**config.mk**
```make
export PLATFORM = sky130hd
export DESIGN_NAME = grf_regs
export DESIGN_NICKNAME = d
export VERILOG_FILES = /design/src/rtl/grf_pkg.sv /design/src/rtl/grf_regs.sv /design/src/rtl/grf_show_init.sv /design/src/rtl/grf_strobe.sv
export SDC_FILE = /design/constraint.sdc
export NUM_CORES = 1
export LEC_CHECK = 0
export ABC_AREA = 0
export BUFFER_PORTS_ARGS = -buffer_cell sky130_fd_sc_hd__clkbuf_2
export CORE_MARGIN = 8
export CORE_UTILIZATION = 30
export CTS_BUF_LIST = sky130_fd_sc_hd__clkbuf_4 sky130_fd_sc_hd__clkbuf_8
export DETAILED_ROUTE_END_ITERATION = 8
export PLACE_DENSITY = 0.53
export REMOVE_ABC_BUFFERS = 1
export SLEW_MARGIN = 20
export SYNTH_ARGS = -nofsm -noshare
export SYNTH_HDL_FRONTEND = slang
export SYNTH_SLANG_ARGS = --single-unit
```
**constraint.sdc**
```tcl
create_clock -name clk_sys -period 1.6 [get_ports clk_sys]
set_clock_uncertainty 0.2 [all_clocks]
set_input_delay 0.48 -clock clk_sys [delete_from_list [all_inputs] [get_ports clk_sys]]
set_output_delay 0.48 -clock clk_sys [all_outputs]
set_load 0.05 [all_outputs]
```
**src/rtl/grf_pkg.sv**
```systemverilog
// Notes on behaviour
// - Balance flags for cells 6-10, RW, reset zero.
// - Full reset fires gauge and log resets.
// - Gauge reset fires every estimator clear together except charge termination.
// - Log reset strobe clears lifetime log, self-clears.
// - Wake strobe at 0x78 bit 3 wakes gauge.
// - Pack-status strobe bit 4 resets status, self-clears.
// - Pack-full strobe bit 8 resets full indication.
// - Pack-empty strobe bit 9 resets empty indication.
// - Bit 10 strobe resets average discharge current.
// - Bit 11 strobe resets discharge termination current.
// - Bit 12 strobe resets charge termination current.
// - Bit 13 strobe resets charge constant-current value.
// - Bit 14 strobe resets charge constant-voltage value.
// - Charge show bit exposes power, cell, factor.
// - Discharge show bit exposes maximum discharge power.
package grf_pkg;
    localparam logic [15:0] GRF_ADDR_BALANCE = 16'h0074;
    localparam logic [15:0] GRF_ADDR_RESETS = 16'h0076;
    localparam logic [15:0] GRF_ADDR_WAKE = 16'h0078;

    localparam logic [15:0] GRF_BALANCE_MASK = 16'h03E0;
    localparam logic [15:0] GRF_RESETS_MASK = 16'h7FB7;
    localparam logic [15:0] GRF_WAKE_MASK = 16'h0008;
    localparam logic [15:0] GRF_SHOW_MASK = 16'h0003;
    localparam logic [15:0] GRF_REG_RESET = 16'h0000;

    localparam int GRF_BAL_FIRST = 5;
    localparam int GRF_BAL_COUNT = 5;

    localparam int GRF_RST_FULL = 0;
    localparam int GRF_RST_GAUGE = 1;
    localparam int GRF_RST_LOG = 2;
    localparam int GRF_RST_STATUS = 4;
    localparam int GRF_RST_HEALTH = 5;
    localparam int GRF_RST_CHARGE_STATE = 7;
    localparam int GRF_RST_PACK_FULL = 8;
    localparam int GRF_RST_PACK_EMPTY = 9;
    localparam int GRF_RST_AVG_DIS = 10;
    localparam int GRF_RST_DIS_TERM = 11;
    localparam int GRF_RST_CHG_TERM = 12;
    localparam int GRF_RST_CHG_CC = 13;
    localparam int GRF_RST_CHG_CV = 14;

    localparam int GRF_WAKE_BIT = 3;
    localparam int GRF_CHG_SHOW_BIT = 0;
    localparam int GRF_DIS_SHOW_BIT = 1;
endpackage

```
**src/rtl/grf_regs.sv**
```systemverilog
`timescale 1ns/10ps
// Balance flags, reset strobes, wake strobe and power show enables.
module grf_regs
    import grf_pkg::*;
#(
    parameter int POWER_WIDTH = 32,
    parameter int CELL_ID_WIDTH = 4,
    parameter int FACTOR_WIDTH = 8
) (
    input wire logic clk_sys,
    input wire logic reset_n,
    input wire logic regWrite,
    input wire logic regRead,
    input wire logic [15:0] regAddr,
    input wire logic [15:0] regWdata,
    output logic [15:0] regRdata,
    output logic regRvalid,
    input wire logic chargePowerShowDefault,
    input wire logic dischargePowerShowDefault,
    input wire logic [POWER_WIDTH-1:0] maxChargePowerIn,
    input wire logic [CELL_ID_WIDTH-1:0] limitingCellIndexIn,
    input wire logic [FACTOR_WIDTH-1:0] limitingFactorIn,
    input wire logic [POWER_WIDTH-1:0] maxDischargePowerIn,
    output logic [GRF_BAL_COUNT-1:0] cellBalanceFlags,
    output logic gaugeResetPulse,
    output logic logClear,
    output logic packStatusClear,
    output logic healthClear,
    output logic chargeStateClear,
    output logic packFullClear,
    output logic packEmptyClear,
    output logic resistanceClear,
    output logic timeEstimateClear,
    output logic avgDischargeClear,
    output logic dischargeTermClear,
    output logic chargeTermClear,
    output logic chargeConstCurrentClear,
    output logic chargeConstVoltageClear,
    output logic wakeStrobe,
    output logic chargePowerShow,
    output logic dischargePowerShow,
    output logic [POWER_WIDTH-1:0] maxChargePower,
    output logic [CELL_ID_WIDTH-1:0] limitingCellIndex,
    output logic [FACTOR_WIDTH-1:0] limitingFactor,
    output logic [POWER_WIDTH-1:0] maxDischargePower
);
    logic hitBalance;
    logic hitResets;
    logic hitWake;
    logic [15:0] balanceReg;
    logic [15:0] next_balanceReg;
    logic [15:0] resetStrobes;
    logic [15:0] wakeStrobes;
    logic [15:0] next_regRdata;
    logic next_regRvalid;
    logic gaugeFire;
    logic logFire;
    logic next_gaugeResetPulse;
    logic next_logClear;
    logic next_packStatusClear;
    logic next_healthClear;
    logic next_chargeStateClear;
    logic next_packFullClear;
    logic next_packEmptyClear;
    logic next_resistanceClear;
    logic next_timeEstimateClear;
    logic next_avgDischargeClear;
    logic next_dischargeTermClear;
    logic next_chargeTermClear;
    logic next_chargeConstCurrentClear;
    logic next_chargeConstVoltageClear;
    logic next_wakeStrobe;
    logic [POWER_WIDTH-1:0] next_maxChargePower;
    logic [CELL_ID_WIDTH-1:0] next_limitingCellIndex;
    logic [FACTOR_WIDTH-1:0] next_limitingFactor;
    logic [POWER_WIDTH-1:0] next_maxDischargePower;

    assign hitBalance = regAddr == GRF_ADDR_BALANCE;
    assign hitResets = regAddr == GRF_ADDR_RESETS;
    assign hitWake = regAddr == GRF_ADDR_WAKE;

    // Balance flags: cells 1 to 5 live elsewhere and read zero here.
    always_comb begin
        next_balanceReg = balanceReg;
        if (regWrite && hitBalance) begin
            next_balanceReg = regWdata & GRF_BALANCE_MASK;
        end
    end

    always_ff @(posedge clk_sys or negedge reset_n) begin
        if (!reset_n) begin
            balanceReg <= GRF_REG_RESET;
        end else begin
            balanceReg <= next_balanceReg;
        end
    end

    assign cellBalanceFlags =
        balanceReg[GRF_BAL_FIRST +: GRF_BAL_COUNT];

    grf_strobe #(
        .WIDTH(16),
        .MASK(GRF_RESETS_MASK)
    ) u_reset_strobes (
        .clk_sys(clk_sys),
        .reset_n(reset_n),
        .writeHit(regWrite && hitResets),
        .writeData(regWdata),
        .strobe(resetStrobes)
    );

    grf_strobe #(
        .WIDTH(16),
        .MASK(GRF_WAKE_MASK)
    ) u_wake_strobe (
        .clk_sys(clk_sys),
        .reset_n(reset_n),
        .writeHit(regWrite && hitWake),
        .writeData(regWdata),
        .strobe(wakeStrobes)
    );

    grf_show_init u_show (
        .clk_sys(clk_sys),
        .reset_n(reset_n),
        .chargePowerShowDefault(chargePowerShowDefault),
        .dischargePowerShowDefault(dischargePowerShowDefault),
        .writeHit(regWrite && hitWake),
        .writeData(regWdata),
        .chargePowerShow(chargePowerShow),
        .dischargePowerShow(dischargePowerShow)
    );

    // The pulses are registered one stage after the strobe, so every clear
    // launched by one write leaves on the same edge.
    always_comb begin
        gaugeFire = resetStrobes[GRF_RST_GAUGE]
            | resetStrobes[GRF_RST_FULL];
        logFire = resetStrobes[GRF_RST_LOG]
            | resetStrobes[GRF_RST_FULL];
        next_gaugeResetPulse = gaugeFire;
        next_logClear = logFire;
        next_packStatusClear = gaugeFire
            | resetStrobes[GRF_RST_STATUS];
        next_healthClear = gaugeFire | resetStrobes[GRF_RST_HEALTH];
        next_chargeStateClear = gaugeFire
            | resetStrobes[GRF_RST_CHARGE_STATE];
        next_packFullClear = gaugeFire
            | resetStrobes[GRF_RST_PACK_FULL];
        next_packEmptyClear = gaugeFire
            | resetStrobes[GRF_RST_PACK_EMPTY];
        next_resistanceClear = gaugeFire;
        next_timeEstimateClear = gaugeFire;
        next_avgDischargeClear = gaugeFire
            | resetStrobes[GRF_RST_AVG_DIS];
        next_dischargeTermClear = gaugeFire
            | resetStrobes[GRF_RST_DIS_TERM];
        next_chargeTermClear = resetStrobes[GRF_RST_CHG_TERM];
        next_chargeConstCurrentClear = gaugeFire
            | resetStrobes[GRF_RST_CHG_CC];
        next_chargeConstVoltageClear = gaugeFire
            | resetStrobes[GRF_RST_CHG_CV];
        next_wakeStrobe = wakeStrobes[GRF_WAKE_BIT];
    end

    always_ff @(posedge clk_sys or negedge reset_n) begin
        if (!reset_n) begin
            gaugeResetPulse <= 1'b0;
            logClear <= 1'b0;
            packStatusClear <= 1'b0;
            healthClear <= 1'b0;
            chargeStateClear <= 1'b0;
            packFullClear <= 1'b0;
            packEmptyClear <= 1'b0;
            resistanceClear <= 1'b0;
            timeEstimateClear <= 1'b0;
            avgDischargeClear <= 1'b0;
            dischargeTermClear <= 1'b0;
            chargeTermClear <= 1'b0;
            chargeConstCurrentClear <= 1'b0;
            chargeConstVoltageClear <= 1'b0;
            wakeStrobe <= 1'b0;
        end else begin
            gaugeResetPulse <= next_gaugeResetPulse;
            logClear <= next_logClear;
            packStatusClear <= next_packStatusClear;
            healthClear <= next_healthClear;
            chargeStateClear <= next_chargeStateClear;
            packFullClear <= next_packFullClear;
            packEmptyClear <= next_packEmptyClear;
            resistanceClear <= next_resistanceClear;
            timeEstimateClear <= next_timeEstimateClear;
            avgDischargeClear <= next_avgDischargeClear;
            dischargeTermClear <= next_dischargeTermClear;
            chargeTermClear <= next_chargeTermClear;
            chargeConstCurrentClear <= next_chargeConstCurrentClear;
            chargeConstVoltageClear <= next_chargeConstVoltageClear;
            wakeStrobe <= next_wakeStrobe;
        end
    end

    // Hidden results read as zero so a stale value is never mistaken
    // for a live one.
    always_comb begin
        next_maxChargePower = '0;
        next_limitingCellIndex = '0;
        next_limitingFactor = '0;
        next_maxDischargePower = '0;
        if (chargePowerShow) begin
            next_maxChargePower = maxChargePowerIn;
            next_limitingCellIndex = limitingCellIndexIn;
            next_limitingFactor = limitingFactorIn;
        end
        if (dischargePowerShow) begin
            next_maxDischargePower = maxDischargePowerIn;
        end
    end

    always_ff @(posedge clk_sys or negedge reset_n) begin
        if (!reset_n) begin
            maxChargePower <= '0;
            limitingCellIndex <= '0;
            limitingFactor <= '0;
            maxDischargePower <= '0;
        end else begin
            maxChargePower <= next_maxChargePower;
            limitingCellIndex <= next_limitingCellIndex;
            limitingFactor <= next_limitingFactor;
            maxDischargePower <= next_maxDischargePower;
        end
    end

    // Read port: one cycle latency, unmapped addresses answer zero.
    always_comb begin
        next_regRvalid = regRead;
        next_regRdata = 16'h0000;
        if (regRead) begin
            unique case (1'b1)
                hitBalance: next_regRdata = balanceReg;
                hitResets: next_regRdata = resetStrobes;
                hitWake: begin
                    next_regRdata = wakeStrobes;
                    next_regRdata[GRF_CHG_SHOW_BIT] = chargePowerShow;
                    next_regRdata[GRF_DIS_SHOW_BIT] = dischargePowerShow;
                end
                default: next_regRdata = 16'h0000;
            endcase
        end
    end

    always_ff @(posedge clk_sys or negedge reset_n) begin
        if (!reset_n) begin
            regRdata <= 16'h0000;
            regRvalid <= 1'b0;
        end else begin
            regRdata <= next_regRdata;
            regRvalid <= next_regRvalid;
        end
    end

    property p_balance_write;
        @(posedge clk_sys) disable iff (!reset_n)
        regWrite && hitBalance |=>
            cellBalanceFlags == $past(regWdata[9:5]);
    endproperty
    a_balance_write: assert property (p_balance_write)
        else $error("balance flags not written");

    property p_full_reset;
        @(posedge clk_sys) disable iff (!reset_n)
        regWrite && hitResets && regWdata[GRF_RST_FULL] |=>
            ##1 gaugeResetPulse && logClear;
    endproperty
    a_full_reset: assert property (p_full_reset)
        else $error("full reset did not fire both resets");

    property p_gauge_fanout;
        @(posedge clk_sys) disable iff (!reset_n)
        gaugeResetPulse |-> packStatusClear && healthClear
            && chargeStateClear && packFullClear && packEmptyClear
            && resistanceClear && timeEstimateClear && avgDischargeClear
            && dischargeTermClear && chargeConstCurrentClear
            && chargeConstVoltageClear;
    endproperty
    a_gauge_fanout: assert property (p_gauge_fanout)
        else $error("gauge reset missed a sub-clear");

    property p_log_pulse;
        @(posedge clk_sys) disable iff (!reset_n)
        regWrite && hitResets && regWdata[GRF_RST_LOG] |=>
            ##1 logClear ##1 !logClear || $past(regWrite, 2);
    endproperty
    a_log_pulse: assert property (p_log_pulse)
        else $error("log clear not a single pulse");

    property p_wake;
        @(posedge clk_sys) disable iff (!reset_n)
        $rose(wakeStrobe) |-> $past(regWrite && hitWake
            && regWdata[GRF_WAKE_BIT], 2);
    endproperty
    a_wake: assert property (p_wake)
        else $error("wake pulse without a wake write");

    property p_empty_clear;
        @(posedge clk_sys) disable iff (!reset_n)
        regWrite && hitResets && regWdata[GRF_RST_PACK_EMPTY] |=>
            ##1 packEmptyClear;
    endproperty
    a_empty_clear: assert property (p_empty_clear)
        else $error("pack empty clear missing");

    property p_charge_term;
        @(posedge clk_sys) disable iff (!reset_n)
        chargeTermClear |-> $past(resetStrobes[GRF_RST_CHG_TERM]);
    endproperty
    a_charge_term: assert property (p_charge_term)
        else $error("charge termination clear without strobe");

    property p_charge_hidden;
        @(posedge clk_sys) disable iff (!reset_n)
        !chargePowerShow |=> maxChargePower == '0
            && limitingCellIndex == '0;
    endproperty
    a_charge_hidden: assert property (p_charge_hidden)
        else $error("charge power exposed while hidden");

    property p_discharge_shown;
        @(posedge clk_sys) disable iff (!reset_n)
        dischargePowerShow |=>
            maxDischargePower == $past(maxDischargePowerIn);
    endproperty
    a_discharge_shown: assert property (p_discharge_shown)
        else $error("discharge power not exposed");
endmodule

```
**src/rtl/grf_show_init.sv**
```systemverilog
`timescale 1ns/10ps
// Show enables take their configured default once reset has released.
module grf_show_init
    import grf_pkg::*;
(
    input wire logic clk_sys,
    input wire logic reset_n,
    input wire logic chargePowerShowDefault,
    input wire logic dischargePowerShowDefault,
    input wire logic writeHit,
    input wire logic [15:0] writeData,
    output logic chargePowerShow,
    output logic dischargePowerShow
);
    logic loaded;
    logic next_loaded;
    logic next_chargePowerShow;
    logic next_dischargePowerShow;

    // The defaults are straps, so they are caught by the clock, not reset.
    always_comb begin
        next_loaded = 1'b1;
        next_chargePowerShow = chargePowerShow;
        next_dischargePowerShow = dischargePowerShow;
        if (writeHit) begin
            next_chargePowerShow = writeData[GRF_CHG_SHOW_BIT];
            next_dischargePowerShow = writeData[GRF_DIS_SHOW_BIT];
        end else if (!loaded) begin
            next_chargePowerShow = chargePowerShowDefault;
            next_dischargePowerShow = dischargePowerShowDefault;
        end
    end

    always_ff @(posedge clk_sys or negedge reset_n) begin
        if (!reset_n) begin
            loaded <= 1'b0;
            chargePowerShow <= 1'b0;
            dischargePowerShow <= 1'b0;
        end else begin
            loaded <= next_loaded;
            chargePowerShow <= next_chargePowerShow;
            dischargePowerShow <= next_dischargePowerShow;
        end
    end

    property p_default_load;
        @(posedge clk_sys) disable iff (!reset_n)
        !loaded && !writeHit |=>
            chargePowerShow == $past(chargePowerShowDefault);
    endproperty
    a_default_load: assert property (p_default_load)
        else $error("charge show default not loaded");
endmodule

```
**src/rtl/grf_strobe.sv**
```systemverilog
`timescale 1ns/10ps
// Self-clearing strobe bits: a write of one holds for exactly one cycle.
module grf_strobe
    import grf_pkg::*;
#(
    parameter int WIDTH = 16,
    parameter logic [WIDTH-1:0] MASK = '1
) (
    input wire logic clk_sys,
    input wire logic reset_n,
    input wire logic writeHit,
    input wire logic [WIDTH-1:0] writeData,
    output logic [WIDTH-1:0] strobe
);
    logic [WIDTH-1:0] next_strobe;

    // Writing zero leaves a bit idle, so no write can cancel a pulse.
    genvar i;
    generate
        for (i = 0; i < WIDTH; i++) begin : g_bit
            always_comb begin
                next_strobe[i] = writeHit & writeData[i] & MASK[i];
            end
        end
    endgenerate

    always_ff @(posedge clk_sys or negedge reset_n) begin
        if (!reset_n) begin
            strobe <= '0;
        end else begin
            strobe <= next_strobe;
        end
    end

    property p_self_clear;
        @(posedge clk_sys) disable iff (!reset_n)
        (|strobe) && !writeHit |=> strobe == '0;
    endproperty
    a_self_clear: assert property (p_self_clear)
        else $error("strobe did not self-clear");
endmodule

```
## Word level (Yosys, flattened, before mapping)

Index checks and enable logic that the tools add are counted.

| word-level totals | value |
|---|---|
| register bits after elaboration | 128 |
| latch bits | 0 |
| bits in writable memories | 0 |
| memory bits (read-only) | 0 |
| input port bits | 114 |
| memories kept | 0 |

| operators by class | value |
|---|---|
| add/subtract/negate cells | 0 |
| multiply operators | 0 |
| div/mod/pow operators | 0 |
| magnitude comparators | 0 |
| equality and inequality tests | 4 |
| shift-type cells | 0 |
| muxes and demuxes | 10 |
| bitwise gates (word level) | 25 |
| reduce and logical (&&, ||, !) cells | 3 |

Operator list:

| kind | number |
|---|---|
| 32-bit 2-to-1 mux | 2 |
| 16-bit by 7-bit == test with 1-bit output, second input constant | 3 |
| 15-bit one-hot mux with 3 select lines | 1 |
| 16-bit 2-to-1 mux | 1 |
| 1-bit AND | 14 |
| 1-bit OR | 11 |
| 8-bit 2-to-1 mux | 1 |
| 1-bit 2-to-1 mux | 4 |
| 4-bit 2-to-1 mux | 1 |
| 1-bit logical AND | 3 |
| 2-bit != test, second input constant | 1 |

## Depth between registers and ports, before layout

| logic depth | value |
|---|---|
| word-level depth | 3 |
| mapped depth | 5 |

## By module

A second synthesis with hierarchy kept.

| unflattened totals | value |
|---|---|
| cell total of the unflattened synthesis | 335 |
| area, all modules | 4568.1 µm² |

By module, submodules not included:

| module | instances | cells an instance | area each (µm²) | sequential area each (µm²) |
|---|---|---|---|---|
| grf_regs | 1 | 276 | 3848.7 | 2777.7 |
| grf_strobe at u_reset_strobes | 1 | 31 | 455.4 | 325.3 |
| grf_strobe at u_wake_strobe | 1 | 18 | 147.6 | 25.0 |
| grf_show_init | 1 | 10 | 116.4 | 75.1 |

## Worst setup path after synthesis

Ideal clock, no wire load.

| path | value |
|---|---|
| kind | input port to flip-flop |
| start point | input port regAddr[7] |
| end point | register u_show.chargePowerShow |
| setup time | 0.128 ns |
| arrival time | 2.008 ns |
| required time | 1.272 ns |
| slack | -0.736 ns |
| stages on the path | 4 |
| path buffers | 0 |
| cell sequence | or4b_1 -> or4_4 -> nor2_4 -> mux2_1 |

| between the ends | value |
|---|---|
| cells in the longest elaborated chain, start to end | 3 |

Ends and longest elaborated chain:

| element | RTL line | RTL |
|---|---|---|
| from (decl) | grf_regs.sv:14 | `input wire logic [15:0] regAddr,` |
| 16-bit by 7-bit == test with 1-bit output * | grf_regs.sv:80 | `assign hitWake = regAddr == GRF_ADDR_WAKE;` |
| 1-bit logical AND * | grf_regs.sv:128 | `.writeHit(regWrite && hitWake),` |
| 2-bit != test (no line) or 1-bit 2-to-1 mux (tied branches) | n/a |  |
| to (signal assigned) | grf_show_init.sv:41 | `chargePowerShow <= next_chargePowerShow;` |
| to (decl) | grf_show_init.sv:12 | `output logic chargePowerShow,` |

Mark *: on every way between the ends. The rest lies on a longest branch, timed or not.
A chain may end at the register's enable or synchronous reset.

## Final worst setup path

| path | value |
|---|---|
| start point | input port regAddr[12] |
| end point | register balanceReg[8] |

| between the ends | value |
|---|---|
| cells in the longest elaborated chain, start to end | 2 |

Ends and longest elaborated chain:

| element | RTL line | RTL |
|---|---|---|
| 16-bit by 7-bit == test with 1-bit output | grf_regs.sv:78 | `assign hitBalance = regAddr == GRF_ADDR_BALANCE;` |
| 1-bit logical AND | grf_regs.sv:85 | `if (regWrite && hitBalance) begin` |
| to (signal assigned) | grf_regs.sv:94 | `balanceReg <= next_balanceReg;` |
| to (decl) | grf_regs.sv:50 | `logic [15:0] balanceReg;` |

No other way between the ends.

==> metrics <==
Wirelength per Cell 17.2 um; Worst Setup Start Kind primary input; vias in the first global route 3,488; Clock Tree Buf Depth 2; total negative slack -13,330 ps; Fin. Hold Viols 0; HPWL Detailed 9330 um; PortBufs 226; Hold WC Path Type in2reg; crit path time final 1910 ps; drt drc 0; cells after synthesis around 290; fin. max-slew vios 0; Yosys reg bits ~130; later-pin clock latency in the skew report about 430 ps; n_diodes 0; Util after Layout 0.546; GRT Residual Overflow 0; Worst Setup End Kind flop; number of fill cells 1,152; first-pass GRT wire length 19,300 um; arrival time of the worst setup path 2030 ps; largest net degree at the start of global routing 42; Area after DPL 5780 um2; crit-path max cell delay 520 ps; Top Ports approximately 230; setup slack, reg-to-reg 160 ps; core area 13,900 um2; most frequent cells in the layout dfrtp_1, buf_8, clkbuf_2; CTS tree done; Pre-antenna DRT Iters 4; DIE AREA 18,200 um2; synthesized cell area 4250 um2; Die Height 135 um; H-tree levels 4; remaining antenna violation count 0; CP max-delay cell or4b_4; GR Util All Layers 0.138; worst hold slack 53.1 ps; failing checks setup timing; most common cell after layout, fill and taps aside dfrtp_1; VDD IR-drop max 0.000419 V; final setup fails 150; required time worst endpoint 1720 ps; pwr dens 1050 nW/um2; syn_area_per_cell 14.6 um2; Worst Setup Slack, final -308 ps; FF-to-FF End u_show.dischargePowerShow; iteration-0 DRC count of the detailed router 79; hold depth 2; initial antenna violation count 0; TritonCTS Buffers 17; Hold Startpoint maxChargePowerIn[25]; DR vias 3,119; Clock Sink Count 127; Clock transition at path regs 70 ps; share of cells above drive strength 1 0.590; number of vias per cell 4.21; Fmax 524 MHz; Initial Utilization 0.306; Static Leak 3.87 nW; worst-case reg-to-reg path depth 3; end of the worst hold path maxChargePower[25]; gpl congestion between 0.7 and 0.8; clock root cell clkbuf_8; final worst-path cycle share 1.19; final net count 663; cells along the critical path clkbuf_2 > or4b_4 > and4bb_2 > and3b_2 > mux2_2; Final Instance Area 7580 um2; CP Max Fanout 5; worst slack, placed -867 ps; outcome complete, but fails checks; sequential cell area fraction in the yosys report 0.747; Chip Width between 100 and 150 um; RSZ-0062 raised after global routing true; Max-Cap Viols 0; Reg2Reg Launch Point u_show.dischargePowerShow; synthesis-to-finish area growth 78.3%; Netlist cell types 28; Synth Warn # 0; final WL 12,700 um; Setup Crit Path Kind in2reg; Rows 43
-- worst max path at each step --
stage                 from                         to  slack (ps)  cells past startpoint
2_1_floorplan   regAddr[7]     u_show.chargePowerShow        -740                      4
3_3_place_gp    regAddr[7]  u_show.dischargePowerShow        -840                      5
3_5_place_dp    regAddr[7]  u_show.dischargePowerShow        -870                      5
4_1_cts         regAddr[7]              balanceReg[6]        -260                      5
5_1_grt        regAddr[12]              balanceReg[6]        -280                      5
6_report       regAddr[12]              balanceReg[8]        -310                      5
-- synthesized netlist by cell type, drive strengths merged --
master	n	area [um2]
and2	97	607
and3	2	12.5
and3b	1	8.76
and4bb	1	12.5
buf	5	32.5
clkbuf	12	46.3
conb	2	7.51
dfrtp	127	3180
mux2	9	101
mux2i	4	40.0
nand2	1	3.75
nand2b	1	6.26
nand3	1	5.00
nand3b	1	7.51
nand4	3	18.8
nor2	7	33.8
nor3b	1	7.51
nor4	1	6.26
nor4b	1	8.76
o2bb2ai	2	17.5
or2	2	12.5
or3	9	56.3
or4	1	11.3
or4b	1	10.0
-- through the flow --
| step | instances | power (mW) |
|---|---|---|
| floorplan | 275 | 4.16 |
| global placement | 702 | 4.65 |
| detailed placement | 702 | 4.66 |
| CTS | 741 | 7.97 |
| global route | 741 | 8.29 |
| finish | 741 | 7.96 |
-- cell families after synthesis --
kind of cell / after synthesis / synth area share
other: 2 / 0.00177
AND/OR/NAND/NOR: 131 / 0.195
buffers and inverters: 17 / 0.0185
AO/OA/AOI/OAI: 2 / 0.00412
multiplexers: 13 / 0.0333
flip-flops: 127 / 0.747
-- area by class of cell --
cell class                      count  area [um2]  area share
Sequential cell                   127        3180       0.420
Timing Repair Buffer              255        2610       0.344
Multi-Input combinational cell    148        1120       0.148
Clock buffer                       26         339      0.0447
Tap cell                          180         225      0.0297
Clock inverter                      5         100      0.0132
-- flip-flops by register name (all words and copies together) (netlist names), 4 cells and up --
signal                  count
limitingCellIndex           4
balanceReg                  5
u_reset_strobes.strobe     13
maxDischargePower          32
regRdata                   15
limitingFactor              8
maxChargePower             32
-- report_power, final --
group          switching (mW)  internal (mW)
Clock                    1.17           1.83
Sequential              0.109           3.37
Combinational           0.837          0.640
Total                    2.12           5.84
-- critical path, delay by kind of cell --
family / cells / cell delay (ps)
AND/OR/NAND/NOR: 3 / 1110
buffers and inverters: 1 / 80
multiplexers: 1 / 350
-- what timing repair did --
action                                 in CTS  in global routing
endpoints found under the hold margin     127                  0
setup endpoints to repair                 150                150
resized for setup                         250                136
gates cloned                                0                  1
pin swaps                                   8                 20
setup buffers                               7                  1
hold buffers                                1                  0
-- layer usage --
metal,wire (um),track usage
met5,0,0
met2,6290,0.224
met1,4940,0.153
met4,262,0.0635
met3,1220,0.0617
Note: power is estimated with default switching activity, not from simulation.
